`config.mk`:
```
export PLATFORM = sky130hd
export DESIGN_NAME = rx_frame_check_config
export DESIGN_NICKNAME = d
export VERILOG_FILES = /design/src/include/rx_check_pkg.sv /design/src/include/lane_mark_if.sv /design/src/rtl/lane_marker_check.sv /design/src/rtl/rx_frame_check_config.sv
export VERILOG_INCLUDE_DIRS = /design/src /design/src/include
export SDC_FILE = /design/constraint.sdc
export NUM_CORES = 1
export LEC_CHECK = 0
export CORE_ASPECT_RATIO = 1.1
export CORE_MARGIN = 2
export CORE_UTILIZATION = 55
export DETAILED_ROUTE_END_ITERATION = 8
export DONT_BUFFER_PORTS = 1
export HOLD_SLACK_MARGIN = 0.1
export PLACE_DENSITY = 0.7
export SYNTH_ARGS = -nofsm -noshare
export SYNTH_HDL_FRONTEND = slang
export SYNTH_SLANG_ARGS = --single-unit
```
`constraint.sdc`:
```
create_clock -name mclk -period 3.04 [get_ports mclk]
set_input_delay 0.456 -clock mclk [delete_from_list [all_inputs] [get_ports mclk]]
set_output_delay 0.456 -clock mclk [all_outputs]
set_load 0.02 [all_outputs]
```
`src/include/rx_check_regs.svh`:
```
// Constants for the receive frame checker: byte codes, lengths, CRC and defaults.
// Assumes the includer also compiles rx_check_pkg.
`ifndef RX_CHECK_REGS_SVH
`define RX_CHECK_REGS_SVH

`define PREAMBLE_BYTE 8'h55
`define SFD_BYTE 8'hD5
`define PREAMBLE_LAST 3'h6
`define MIN_DELIVER_LEN 15'h0040
`define NO_STRIP_LEN 15'h0008
`define FCS_LEN 4
`define LINE_DEPTH 68
`define CRC_INIT 32'hFFFFFFFF
`define CRC_POLY 32'hEDB88320
`define CRC_RESIDUE 32'hDEBB20E3

`define DEF_PREAMBLE_CHECK 1'b0
`define DEF_DELIM_CHECK 1'b0
`define DEF_CRC_STRIP 1'b1
`define DEF_CRC_ERR_MASK 1'b0
`define DEF_MAX_LEN 15'h2580
`define DEF_MIN_LEN 8'h40
`define DEF_MARKER_SPACING 16'h3FFF
`define DEF_MARKER_PATTERN0 64'hC16821003E97DE00

`endif

```
`src/include/rx_check_pkg.sv`:
```
// Types shared by the receive frame checker.
// Assumes nothing of its surroundings.
package rx_check_pkg;

    typedef enum logic [2:0] {
        S_IDLE = 3'b000,
        S_PRE = 3'b001,
        S_SFD = 3'b010,
        S_BODY = 3'b011,
        S_DISCARD = 3'b100
    } rx_state_e;

    typedef struct packed {
        logic valid;
        logic sop;
        logic eop;
        logic err;
        logic [7:0] data;
    } slot_s;

endpackage

```
`src/include/lane_mark_if.sv`:
```
// Signals between the frame checker top and its lane-marker checker.
// Assumes both ends sit on the same clock.
`timescale 1ns/10ps
interface lane_mark_if;
    logic word_valid;
    logic [63:0] word;
    logic [63:0] pattern;
    logic [15:0] spacing;
    logic locked;
    logic mismatch;

    modport chk (
        input word_valid,
        input word,
        input pattern,
        input spacing,
        output locked,
        output mismatch
    );
    modport top (
        output word_valid,
        output word,
        output pattern,
        output spacing,
        input locked,
        input mismatch
    );
endinterface

```
`src/rtl/lane_marker_check.sv`:
```
// Lane-marker spacing checker for one receive PCS lane.
// Assumes lane words arrive on mclk, one per word_valid cycle.
`timescale 1ns/10ps
module lane_marker_check (
    input wire logic mclk,
    input wire logic reset_n,
    lane_mark_if.chk lm
);
    logic [15:0] gap;

    always_ff @(posedge mclk) begin
        if (!reset_n) begin
            lm.locked <= 1'b0;
            lm.mismatch <= 1'b0;
            gap <= 16'h0000;
        end else begin
            lm.mismatch <= 1'b0;
            if (lm.word_valid) begin
                if (!lm.locked) begin
                    // Search for the first marker anywhere in the stream
                    if (lm.word == lm.pattern) begin
                        lm.locked <= 1'b1;
                        gap <= lm.spacing;
                    end
                end else if (gap == 16'h0000) begin
                    if (lm.word == lm.pattern) begin
                        gap <= lm.spacing;
                    end else begin
                        lm.locked <= 1'b0;
                        lm.mismatch <= 1'b1;
                    end
                end else begin
                    gap <= gap - 16'h0001;
                end
            end
        end
    end
endmodule

```
`src/rtl/rx_frame_check_config.sv`:
```
// Receive frame checker: preamble/delimiter checks, CRC strip and error flag,
// length checks with truncation and drop, and receive lane-marker spacing.
// Assumes one byte per cycle on mclk, with no gaps inside a frame body.
`timescale 1ns/10ps
`include "rx_check_regs.svh"
module rx_frame_check_config (
    input wire logic mclk,
    input wire logic reset_n,
    input wire logic in_valid,
    input wire logic in_sop,
    input wire logic in_eop,
    input wire logic [7:0] in_data,
    input wire logic rx_preamble_check_en,
    input wire logic rx_frame_delim_check_en,
    input wire logic rx_crc_strip_en,
    input wire logic rx_crc_err_mask,
    input wire logic [14:0] rx_max_len,
    input wire logic [7:0] rx_min_len,
    input wire logic [15:0] rx_lane_marker_spacing,
    input wire logic [63:0] rx_lane_marker_pattern,
    input wire logic lane_word_valid,
    input wire logic [63:0] lane_word,
    output logic rx_transfer_valid,
    output logic rx_sop,
    output logic rx_eop,
    output logic rx_err,
    output logic [7:0] rx_data,
    output logic stat_good,
    output logic stat_bad_fcs,
    output logic stat_oversize,
    output logic stat_undersize,
    output logic stat_preamble_err,
    output logic rx_lane_locked,
    output logic rx_lane_mismatch
);
    localparam int D = `LINE_DEPTH;

    function automatic logic [31:0] crc_byte(input logic [31:0] c, input logic [7:0] d);
        logic [31:0] r;
        r = c ^ {24'h000000, d};
        for (int k = 0; k < 8; k++) begin
            r = r[0] ? ((r >> 1) ^ `CRC_POLY) : (r >> 1);
        end
        return r;
    endfunction

    rx_check_pkg::slot_s line [D];
    rx_check_pkg::slot_s next_line [D];
    rx_check_pkg::rx_state_e state;
    logic [2:0] pre_cnt;
    logic pre_bad;
    logic first;
    logic [14:0] cnt;
    logic [31:0] crc;

    logic cfg_pre;
    logic cfg_sfd;
    logic cfg_strip;
    logic cfg_mask;
    logic [14:0] cfg_max;
    logic [7:0] cfg_min;
    logic [15:0] cfg_spacing;
    logic [63:0] cfg_pattern;

    logic in_body;
    logic over_now;
    logic end_now;
    logic drop;
    logic undersize;
    logic crc_bad;
    logic frame_err;
    logic strip_now;
    logic [14:0] len;
    logic [31:0] next_crc;

    // Settings are static in use; registering them cuts the fan-in paths
    always_ff @(posedge mclk) begin
        if (!reset_n) begin
            cfg_pre <= `DEF_PREAMBLE_CHECK;
            cfg_sfd <= `DEF_DELIM_CHECK;
            cfg_strip <= `DEF_CRC_STRIP;
            cfg_mask <= `DEF_CRC_ERR_MASK;
            cfg_max <= `DEF_MAX_LEN;
            cfg_min <= `DEF_MIN_LEN;
            cfg_spacing <= `DEF_MARKER_SPACING;
            cfg_pattern <= `DEF_MARKER_PATTERN0;
        end else begin
            cfg_pre <= rx_preamble_check_en;
            cfg_sfd <= rx_frame_delim_check_en;
            cfg_strip <= rx_crc_strip_en;
            cfg_mask <= rx_crc_err_mask;
            cfg_max <= rx_max_len;
            cfg_min <= rx_min_len;
            cfg_spacing <= rx_lane_marker_spacing;
            cfg_pattern <= rx_lane_marker_pattern;
        end
    end

    assign in_body = state == rx_check_pkg::S_BODY && in_valid;
    assign over_now = in_body && cnt == cfg_max;
    assign end_now = in_body && in_eop && !over_now;
    assign len = cnt + 15'h0001;
    assign next_crc = crc_byte(crc, in_data);
    assign crc_bad = next_crc != `CRC_RESIDUE;
    assign drop = len < `MIN_DELIVER_LEN;
    assign undersize = len < {7'h00, cfg_min};
    assign strip_now = cfg_strip && len > `NO_STRIP_LEN;
    assign frame_err = (crc_bad && !cfg_mask) || pre_bad || undersize;

    // Frame sequencer: preamble, delimiter, body, discard of an oversize tail
    always_ff @(posedge mclk) begin
        if (!reset_n) begin
            state <= rx_check_pkg::S_IDLE;
            pre_cnt <= 3'h0;
            pre_bad <= 1'b0;
            first <= 1'b0;
            cnt <= 15'h0000;
            crc <= `CRC_INIT;
        end else if (in_valid) begin
            unique case (state)
                rx_check_pkg::S_IDLE: begin
                    if (in_sop) begin
                        pre_bad <= cfg_pre && in_data != `PREAMBLE_BYTE;
                        pre_cnt <= 3'h1;
                        state <= rx_check_pkg::S_PRE;
                    end
                end
                rx_check_pkg::S_PRE: begin
                    if (cfg_pre && in_data != `PREAMBLE_BYTE) begin
                        pre_bad <= 1'b1;
                    end
                    pre_cnt <= pre_cnt + 3'h1;
                    if (pre_cnt == `PREAMBLE_LAST) begin
                        state <= rx_check_pkg::S_SFD;
                    end
                end
                rx_check_pkg::S_SFD: begin
                    if (cfg_sfd && in_data != `SFD_BYTE) begin
                        pre_bad <= 1'b1;
                    end
                    cnt <= 15'h0000;
                    crc <= `CRC_INIT;
                    first <= 1'b1;
                    state <= rx_check_pkg::S_BODY;
                end
                rx_check_pkg::S_BODY: begin
                    first <= 1'b0;
                    crc <= next_crc;
                    cnt <= len;
                    if (over_now) begin
                        state <= in_eop ? rx_check_pkg::S_IDLE : rx_check_pkg::S_DISCARD;
                    end else if (in_eop) begin
                        state <= rx_check_pkg::S_IDLE;
                    end
                end
                rx_check_pkg::S_DISCARD: begin
                    if (in_eop) begin
                        state <= rx_check_pkg::S_IDLE;
                    end
                end
                default: begin
                    state <= rx_check_pkg::S_IDLE;
                end
            endcase
        end
    end

    // The delay line holds a whole minimum frame so that a short frame can be
    // withdrawn before any byte of it leaves; the cost is a fixed latency.
    always_comb begin
        next_line[0] = '0;
        for (int i = 1; i < D; i++) begin
            next_line[i] = line[i - 1];
        end
        if (in_body && !over_now) begin
            next_line[0].valid = 1'b1;
            next_line[0].sop = first;
            next_line[0].data = in_data;
        end
        if (over_now) begin
            next_line[1].eop = 1'b1;
            next_line[1].err = 1'b1;
        end
        if (end_now) begin
            if (drop) begin
                for (int i = 0; i < D; i++) begin
                    if (i < int'(len)) begin
                        next_line[i].valid = 1'b0;
                    end
                end
            end else if (strip_now) begin
                for (int i = 0; i < `FCS_LEN; i++) begin
                    next_line[i].valid = 1'b0;
                end
                next_line[`FCS_LEN].eop = 1'b1;
                next_line[`FCS_LEN].err = frame_err;
            end else begin
                next_line[0].eop = 1'b1;
                next_line[0].err = frame_err;
            end
        end
    end

    always_ff @(posedge mclk) begin
        if (!reset_n) begin
            for (int i = 0; i < D; i++) begin
                line[i] <= '0;
            end
        end else begin
            line <= next_line;
        end
    end

    always_ff @(posedge mclk) begin
        if (!reset_n) begin
            rx_transfer_valid <= 1'b0;
            rx_sop <= 1'b0;
            rx_eop <= 1'b0;
            rx_err <= 1'b0;
            rx_data <= 8'h00;
        end else begin
            rx_transfer_valid <= line[D - 1].valid;
            rx_sop <= line[D - 1].valid && line[D - 1].sop;
            rx_eop <= line[D - 1].valid && line[D - 1].eop;
            rx_err <= line[D - 1].valid && line[D - 1].err;
            rx_data <= line[D - 1].data;
        end
    end

    // Statistic strobes, one cycle each, on the input side: at the frame's end, or at the cut for oversize
    always_ff @(posedge mclk) begin
        if (!reset_n) begin
            stat_good <= 1'b0;
            stat_bad_fcs <= 1'b0;
            stat_oversize <= 1'b0;
            stat_undersize <= 1'b0;
            stat_preamble_err <= 1'b0;
        end else begin
            stat_good <= end_now && !drop && !frame_err;
            stat_bad_fcs <= end_now && crc_bad;
            stat_oversize <= over_now;
            stat_undersize <= end_now && undersize;
            stat_preamble_err <= end_now && pre_bad;
        end
    end

    lane_mark_if lm ();
    assign lm.word_valid = lane_word_valid;
    assign lm.word = lane_word;
    assign lm.pattern = cfg_pattern;
    assign lm.spacing = cfg_spacing;
    assign rx_lane_locked = lm.locked;
    assign rx_lane_mismatch = lm.mismatch;

    lane_marker_check u_lane (
        .mclk(mclk),
        .reset_n(reset_n),
        .lm(lm.chk)
    );
endmodule

```
==> reports/metrics.yaml, run 1 <==
run_status: "stopped before the end"
stop_stage: "4_1_cts"
firstError: "[ERROR RSZ-0060] Max buffer count reached."
die_height_um: 255
avgSynthCellArea_um2: 11.1
cts_htree_levels: 3
cts_repair_resize_count: 2
yosysWarningCount: 0
synth_edf_count: 0
cts_setup_buffers: 1
ys.flop_type: "dfxtp_1"
synth-seq-cells: 1013
io_pins: 204
rows: 91
cts_buffers: 94
yosysSeqAreaShare_pct: 64.6
numPortBuffers: 0
clk_root_buffer_cell: "clkbuf_16"
clkSinkCount: 1013
initial_core_util_pct: 55.8
clock_path_buffers: 3
dpl_cell_area_um2: 32200
synthArstFlopShare_pct: 0
hold_buffers: 731
place_worst_setup_slack_ps: -110
syn-num-nets: 3020
place_congestion: 0.807
synth_cells: 2821
die_x_um: 232
synth_cell_type_count: 64
synth_area_um2: 31400
hpwlAfterDp_um: 32900
## synthesized netlist by cell type (all sizes together) (3+ instances only)
cell type | instances | area share, %
o211a | 14 | 0.45
a21oi | 81 | 1.3
a221oi | 3 | 0.084
xor2 | 26 | 0.73
xnor3 | 7 | 0.50
dfxtp | 1013 | 65
mux2i | 3 | 0.096
o41ai | 3 | 0.11
nand3 | 24 | 0.38
nor2b | 6 | 0.12
xnor2 | 129 | 3.7
ha | 14 | 0.56
a21o | 4 | 0.096
o22ai | 34 | 0.68
o21ai | 42 | 0.67
nor3 | 16 | 0.27
o31ai | 4 | 0.096
o31a | 3 | 0.084
nor2 | 55 | 0.66
a311oi | 5 | 0.14
or4 | 3 | 0.084
clkbuf | 140 | 1.7
nand2 | 146 | 1.7
nand4 | 28 | 0.56
o21a | 3 | 0.072
o221a | 6 | 0.22
nand2b | 48 | 0.96
buf | 7 | 0.11
or2 | 6 | 0.12
and4 | 4 | 0.11
a211oi | 10 | 0.24
a31oi | 7 | 0.14
nor4 | 18 | 0.41
and2 | 826 | 16
a22oi | 6 | 0.14
or3 | 4 | 0.080
and3 | 16 | 0.32
inv | 28 | 0.33
o211ai | 6 | 0.14
## kinds of logic after synthesis
group	Yosys count	share of synthesized area, %
compound gates	241	4.92
xor+xnor	163	5.05
simple gates	1209	22.6
buf+inv	177	2.14
flops	1013	64.6
fa+ha+maj	14	0.558
mux	4	0.132
## metrics by stage
stage / setup TNS, ps / cells / hold slack [ps] / util [%]
global placement: 0 / 3481 / 409 / 57.3
detailed placement: -794 / 3481 / 416 / 57.3
floorplan: 0 / 2821 / 404 / -
==> run 2, diff against run 1 <==
Settings changed: CORE_ASPECT_RATIO 1.1 to not set, CORE_UTILIZATION 55 to 40, HOLD_SLACK_MARGIN 0.1 to not set, PLACE_DENSITY 0.7 to not set, PLACE_DENSITY_LB_ADDON set to 0.15.
Clock period 3.04 ns to 3.95 ns, I/O delays scaled along.
==> run 2 against run 1 <==
  * The flow now finishes, with violations (slew limit)
  * Synthesized cell count is the same
  * Synthesized area is the same
==> reports/metrics.yaml, run 2 <==
powerDensity_nw_per_um2: 568
worst_setup_path_end_kind: "register"
slew_headroom_pct: -39.7
hold_viol: 0
clock_latency_ps: 650
pwr-share-comb_pct: 2.0
hold_buffers: 12
clock_path_buffers: 3
cts_repair_resize_count: 0
top_regs: "line x816, cfg_pattern x64, crc x32"
numPortBuffers: 0
track_usage_pct: 13.4
synthTopCellsByArea: "dfxtp_1, and2_1, xnor2_1, nand2_1, clkbuf_1"
yosys.area.top_type: "dfxtp_1"
violations: "slew limit"
worst_pin_slew_ps: 2090
grt_start_max_net_pins: 949
hold_depth: 1
fin_worst_skew_ps: 18.3
synth_cells: 2821
reg2reg_depth: 8
die_area_um2: 80700
wirelength_um: 54000
startpoint_type: "register"
hpwlAfterDp_um: 32500
muxShareOfSynthArea_pct: 0.132
place_congestion: 0.856
r2r_end: "line[95]"
yosysMostFrequentCell: "dfxtp_1"
clkSinkCount: 1013
syn-num-nets: 3020
largest_register_ffs: 816
pwr-share-seq_pct: 50.5
fillers: 7255
rows: 102
p_clk_share_pct: 47.4
io_pins: 204
cp.required_ps: 4470
die_x_um: 284
fin_tns_setup_ps: 0
maxSlewViolCount: 721
critPathLaunch: "cnt[1]"
critPathCapture: "line[95]"
clk_pin_slew_worst_paths_ps: 60
coreArea_um2: 77600
min_path_type: "in2reg"
switching_power_mw: 4.15
drive_gt1_share_pct: 7.57
ant_nets: 0
yosys.area_share.adder_pct: 0.558
period_share_pct: 93.1
dr.first_iter.drc_count: 856
netlist_top_cells_count: "dfxtp_1, and2_1, nand2_1, clkbuf_1, xnor2_1"
grt_pass1_vias: 17400
layout_common_cells: "dfxtp_1, and2_1, nand2_1"
post_drt_wl_per_cell_um: 13.7
synth_edf_count: 0
grt_overflow: 0
drc_errors: 0
total_power_mw: 20.4
cts_setup_buffers: 0
synth_cell_type_count: 64
yosysWarningCount: 0
path_class: "reg2reg"
ys.flop_type: "dfxtp_1"
drv_cap: 0
avgSynthCellArea_um2: 11.1
register_area_um2: 20300
initial_core_util_pct: 40.4
yosys.area_share.simple_pct: 22.6
final_common_cell: "dfxtp_1"
fin_cells: 3934
area.growth.synth_to_final_pct: 14.4
drt_first_pass_iters: 5
largest-register: "line"
reg2reg_from: "cnt[1]"
cts_buffers: 101
crit_fanout: 10
layout_min_cycle_time_ps: 3680
synthArstFlopShare_pct: 0
yosysSeqAreaShare_pct: 64.6
p_leak_nw: 14.5
swShare_pct: 20.3
cts_htree_levels: 3
viasPerCell: 4.54
p_int_mw: 16.3
r2r_setup_slack_ps: 270
tritoncts: "built"
die_height_um: 284
setup_viol: 0
critPathArrivalTime_ps: 4200
multi_input_area_um2: 10400
synth-seq-cells: 1013
grt_setup_unrepaired: "false"
clk_root_buffer_cell: "clkbuf_16"
post-place-cells: 3734
routed-via-count: 17900
synth-xor-area-share_pct: 5.05
max_freq_mhz: 272
ir_drop_mv: 0.374
synth_area_um2: 31400
synth_top_family_by_area: "simple AND/OR/NAND/NOR gates"
synth-compound-area-share_pct: 4.92
yosysTopAreaCellShare_pct: 64.6
antenna_cells: 0
layout.nets: 3008
run_status: "finished, violations left"
grt_pass1_wl_um: 88900
antenna_found_initial: 4
==> run 2: cell counts after synthesis <==
Identical to the previous run, type by type.
==> run 2: final cells by class <==
type                    count  area share, %
flip-flops and latches   1013           56.5
multi-input cells        1631           29.1
clock buffers             144           8.24
well taps                1040           3.62
clock inverters            44           1.52
repair buffers             32          0.753
inverters                  30          0.314
==> run 2: cell families after synthesis <==
kind of cell / after synthesis
mux: 4
flops: 1013
xor+xnor: 163
compound gates: 241
buf+inv: 177
fa+ha+maj: 14
simple gates: 1209
==> run 2: how the worst min path moves through the flow <==
stage	start	slack [ps]	endpoint
after floorplan	line[263]	400	line[251]
after global placement	line[598]	410	line[586]
after detailed placement	line[683]	410	line[671]
after CTS	rx_lane_marker_spacing[3]	2	cfg_spacing[3]
after global routing	rx_lane_marker_spacing[3]	10	cfg_spacing[3]
final	rx_lane_marker_spacing[3]	50	cfg_spacing[3]
==> run 2: per-stage QoR <==
step | hold slack, ps | cell area [um2] | util (%) | worst slack [ps]
after global placement | 413 | 32300 | 41.6 | 489
after CTS | 1.93 | 35900 | 46.3 | 286
after global routing | 13.0 | 35900 | 46.3 | 3.16
after floorplan | 404 | 31400 | - | 988
final | 47.7 | 35900 | 46.3 | 272
after detailed placement | 414 | 32300 | 41.6 | 304
==> run 2: power by group through the flow <==
stage	logic (mW)	clock network (mW)	registers (mW)
after detailed placement	0.403	0	10.5
after floorplan	0.410	0	10.5
after global placement	0.398	0	10.5
after CTS	0.418	10.0	10.3
final	0.414	9.68	10.3
after global routing	0.455	10.5	10.3
==> run 2: metal layers <==
metal  wire [um]  track usage (%)  up-vias
met2       24000             21.5      381
met5          24                0        -
met3        2880             3.52      133
met1       25400             17.3     8334
li1            -                -     9002
met4        1690             4.82        4
==> run 2: worst max-delay path: stages, from the launching register on <==
cell and delay [ps]:
dfxtp_1 450, ha_1 380, nand3_1 270, nor2_1 390
a31oi_1 170, or4_4 560, nor4b_4 610, nand4_1 370
o211a_1 360
Power figures use the tool's default switching activity.
==> run 3, diff against run 2 <==
--- a/config.mk
+++ b/config.mk
@@ -9,3 +9,3 @@
 export CORE_MARGIN = 2
-export CORE_UTILIZATION = 40
+export CORE_UTILIZATION = 50
 export DETAILED_ROUTE_END_ITERATION = 8
==> constraint.sdc (replaced) <==
create_clock -name mclk -period 3.95 [get_ports mclk]
set_input_delay 0.9875 -clock mclk [delete_from_list [all_inputs] [get_ports mclk]]
set_output_delay 0.9875 -clock mclk [all_outputs]
set_load 0.02 [all_outputs]
==> run 3 against run 2 <==
  * The run still ends with slew limit left
  * First-iteration DRC count grew 12%
  * Worst setup slack improved by 170 ps
  * Flip-flop and latch count is the same
  * Utilization is 11 points higher
  * Largest cell class unchanged
  * Highest routed layer unchanged
==> reports/metrics.yaml, run 3 (synthesized netlist as in run 2, its figures left out) <==
crit_fanout: 12
layout_common_cells: "dfxtp_1, and2_1, nand2_1"
p_leak_nw: 14.5
drt_first_pass_iters: 5
hold_viol: 0
die_height_um: 255
grt_setup_unrepaired: "false"
powerDensity_nw_per_um2: 573
area.growth.synth_to_final_pct: 13.3
clk_root_buffer_cell: "clkbuf_16"
fillers: 5259
routed-via-count: 17700
cp.required_ps: 4480
run_status: "finished, violations left"
layout_min_cycle_time_ps: 3510
clock_path_buffers: 3
setup_viol: 0
startpoint_type: "register"
largest-register: "line"
io_pins: 204
max_stage_delay_ps: 570
track_usage_pct: 16.7
largest_register_ffs: 816
fin_tns_setup_ps: 0
path_class: "reg2reg"
slowest_stage: "or4_4"
die_area_um2: 64800
path_delay_family: "simple AND/OR/NAND/NOR gates"
cts_buffers: 99
min_path_type: "reg2reg"
place_congestion: 0.821
maxSlewViolCount: 478
cts_repair_resize_count: 0
fin_worst_skew_ps: 17.8
drv_cap: 0
viasPerCell: 4.77
violations: "slew limit"
critPathArrivalTime_ps: 4040
antenna_found_initial: 16
clock_latency_ps: 650
ir_drop_mv: 0.394
hold_buffers: 0
total_power_mw: 20.4
rows: 91
worst_setup_path_end_kind: "register"
hpwlAfterDp_um: 32800
coreArea_um2: 61900
cts_setup_buffers: 0
grt_pass1_vias: 17100
max_freq_mhz: 285
clkSinkCount: 1013
drive_gt1_share_pct: 7.67
numPortBuffers: 0
wirelength_um: 53800
ant_nets: 0
worst_pin_slew_ps: 2300
period_share_pct: 88.8
tritoncts: "built"
grt_overflow: 0
die_x_um: 255
crit_chain: "buf_4 > ha_1 > nand3_1 > nor2_1 > a31oi_1 > or4_4 > nor4b_4 > nand4_1 > o211a_1"
path_buf_inv: 1
grt_pass1_wl_um: 86500
dr.first_iter.drc_count: 956
post_drt_wl_per_cell_um: 14.5
cts_htree_levels: 3
setup_ws_ps: 444
grt_start_max_net_pins: 949
layout.nets: 3002
initial_core_util_pct: 50.7
top_regs: "line x816, cfg_pattern x64, crc x32"
slew_headroom_pct: -53.5
place_worst_setup_slack_ps: 412
clk_pin_slew_worst_paths_ps: 70
whs_ps: 417
drc_errors: 0
final_common_cell: "dfxtp_1"
[run 3: changes by cell type in the layout (fill, tap and decap cells not counted)]
cell,before,now
clkinv_16,3,0
clkinvlp_4,5,2
bufinv_16,8,12
inv_6,2,3
clkbuf_8,27,23
buf_4,20,28
clkinv_2,22,19
inv_16,0,3
dlygate4sd3_1,12,0
diode_2,0,3
clkbuf_1,16,13
clkinv_4,2,3
clkbuf_16,101,99
[run 3: where the power goes]
group	total, mW	switching (mW)	leakage (nW)	internal [mW]
Combinational	0.405	0.199	4.59	0.205
Sequential	10.3	0.0337	8.19	10.3
Clock	9.66	3.81	1.71	5.85
[run 3: area by class of cell]
class,count,area [um2],share of cell area [%]
Sequential cell,1013,20300,57.0
Multi-Input combinational cell,1631,10400,29.4
Clock buffer,135,2840,8.00
Tap cell,837,1050,2.95
Clock inverter,44,616,1.73
Timing Repair Buffer,28,210,0.591
Inverter,30,113,0.317
Antenna cell,3,7.51,0.0211
[run 3: routing by layer]
metal / global-route usage [%] / part of all wire, % / wire, um
met5: 0 / 0.19 / 101
met4: 5.76 / 2.4 / 1290
met3: 4.99 / 6.7 / 3630
met2: 26.0 / 44 / 23500
met1: 22.0 / 47 / 25300
[run 3: final timing paths]
check | endpoint | slack [ps] | from | cells past startpoint
hold / removal | line[747] | 420 | line[759] | 1
setup / recovery | line[131] | 440 | cnt[0] | 9
setup reg to reg | line[131] | 440 | cnt[0] | 9
hold reg to reg | line[747] | 420 | line[759] | 1
[run 3: per-stage QoR]
step                      util [%]  cells  instance area (um2)
final                         57.4   3721                35600
after global routing          57.4   3719                35500
after CTS                     57.4   3718                35500
after detailed placement      51.8   3539                32100
after global placement        51.8   3539                32100
after floorplan                  -   2821                31400
==> run 4, diff against run 3 <==
Settings changed: CORE_MARGIN 2 to 3.
==> run 4 against run 3 <==
  * The run still ends with slew limit left
  * Hold slack worse by 1.8 ps
  * First-iteration DRC count down 2.9%
  * Die area up 1.6%
  * Clock power down 6.1%
  * Worst setup slack worse by 150 ps
  * Wire length down 2.0%
  * Global-route usage down 0.70 points
  * Sequential share of layout area up 0.49 points
==> reports/metrics.yaml, run 4 (synthesized netlist as in run 2, its figures left out) <==
powerDensity_nw_per_um2: 561
die_x_um: 257
clkSinkCount: 1013
startpoint_type: "register"
reg2reg_from: "cnt[1]"
area.growth.synth_to_final_pct: 12.3
period_share_pct: 92.6
largest-register: "line"
grt_pass1_vias: 17200
clk_pin_slew_worst_paths_ps: 70
die_height_um: 257
place_congestion: 0.900
hp-start: "line[467]"
ant_nets: 0
drv_cap: 0
fin_worst_skew_ps: 21.2
p_leak_nw: 14.3
ir_drop_mv: 0.365
initial_core_util_pct: 50.7
min_path_type: "reg2reg"
crit_fanout: 15
max_freq_mhz: 273
setup_viol: 0
cp.required_ps: 4450
critPathLaunch: "cnt[1]"
hold_viol: 0
numPortBuffers: 0
grt_start_max_net_pins: 949
run_status: "finished, violations left"
antenna_found_initial: 11
final_common_cell: "dfxtp_1"
cts_setup_buffers: 0
path_class: "reg2reg"
top_regs: "line x816, cfg_pattern x64, crc x32"
layout_min_cycle_time_ps: 3660
whs_ps: 415
coreArea_um2: 61900
post_drt_wl_per_cell_um: 14.2
wirelength_um: 52800
slew_headroom_pct: -88.6
grt_overflow: 0
cts_htree_levels: 3
hold_buffers: 0
io_pins: 204
worst_setup_path_end_kind: "register"
routed-via-count: 17600
die_area_um2: 65800
viasPerCell: 4.75
rows: 91
clock_path_buffers: 3
worst_pin_slew_ps: 2830
cts_repair_resize_count: 0
fin_tns_setup_ps: 0
maxSlewViolCount: 658
grt_setup_unrepaired: "false"
clock_latency_ps: 630
critPathArrivalTime_ps: 4160
fin_util_pct: 56.9
dr.first_iter.drc_count: 928
drc_errors: 0
track_usage_pct: 16.0
grt_pass1_wl_um: 86800
clk_root_buffer_cell: "clkbuf_16"
drt_first_pass_iters: 5
layout_common_cells: "dfxtp_1, and2_1, nand2_1"
hpwlAfterDp_um: 32200
layout.nets: 2993
violations: "slew limit"
cts_buffers: 95
largest_register_ffs: 816
tritoncts: "built"
drive_gt1_share_pct: 6.81
[run 4: layer usage]
| layer | GRT usage (%) | vias to the layer above | wire length, um |
|---|---|---|---|
| li1 | - | 8966 | - |
| met1 | 21.4 | 8169 | 25300 |
| met2 | 24.6 | 328 | 22700 |
| met3 | 4.92 | 111 | 3250 |
| met4 | 5.48 | 8 | 1440 |
| met5 | 0 | - | 48 |
[run 4: through the flow]
stage / cells / setup slack, ps / total power, mW / cell area, um2
after floorplan: 2821 / 593 / 10.9 / 31400
after global placement: 3534 / 296 / 10.9 / 32000
after detailed placement: 3534 / 300 / 10.9 / 32000
after CTS: 3701 / 356 / 20.1 / 35200
after global routing: 3701 / 19.0 / 20.5 / 35200
final: 3704 / 293 / 19.8 / 35200
[run 4: power by group]
group | internal, mW | switching (mW) | leakage, nW
logic | 0.205 | 0.196 | 4.56
registers | 10.3 | 0.0317 | 8.19
clock network | 5.43 | 3.64 | 1.57
total | 15.9 | 3.87 | 14.3
[run 4: layout make-up]
cell class / count / area (um2)
fill: 5244 / 26700
sequential: 1013 / 20300
multi-input combinational: 1631 / 10400
clock buffer: 138 / 2750
tap: 837 / 1050
clock inverter: 29 / 443
timing repair buffer: 23 / 173
inverter: 30 / 113
antenna: 3 / 7.51
[run 4: path summary, 6_finish.rpt]
kind | to | slack, ps | depth (start not counted)
setup / recovery | line[335] | 290 | 9
hold / removal | line[455] | 420 | 2
setup reg to reg | line[335] | 290 | 9
hold reg to reg | line[455] | 420 | 2
[run 4: critical path: stages (launching register included)]
cell and delay [ps]:
dfxtp_1 470, ha_1 360, nand3_1 260, nor2_1 370, a31oi_1 160, or4_4 570, nor4b_4 570, buf_4 310
and2_0 340, a21oi_1 120
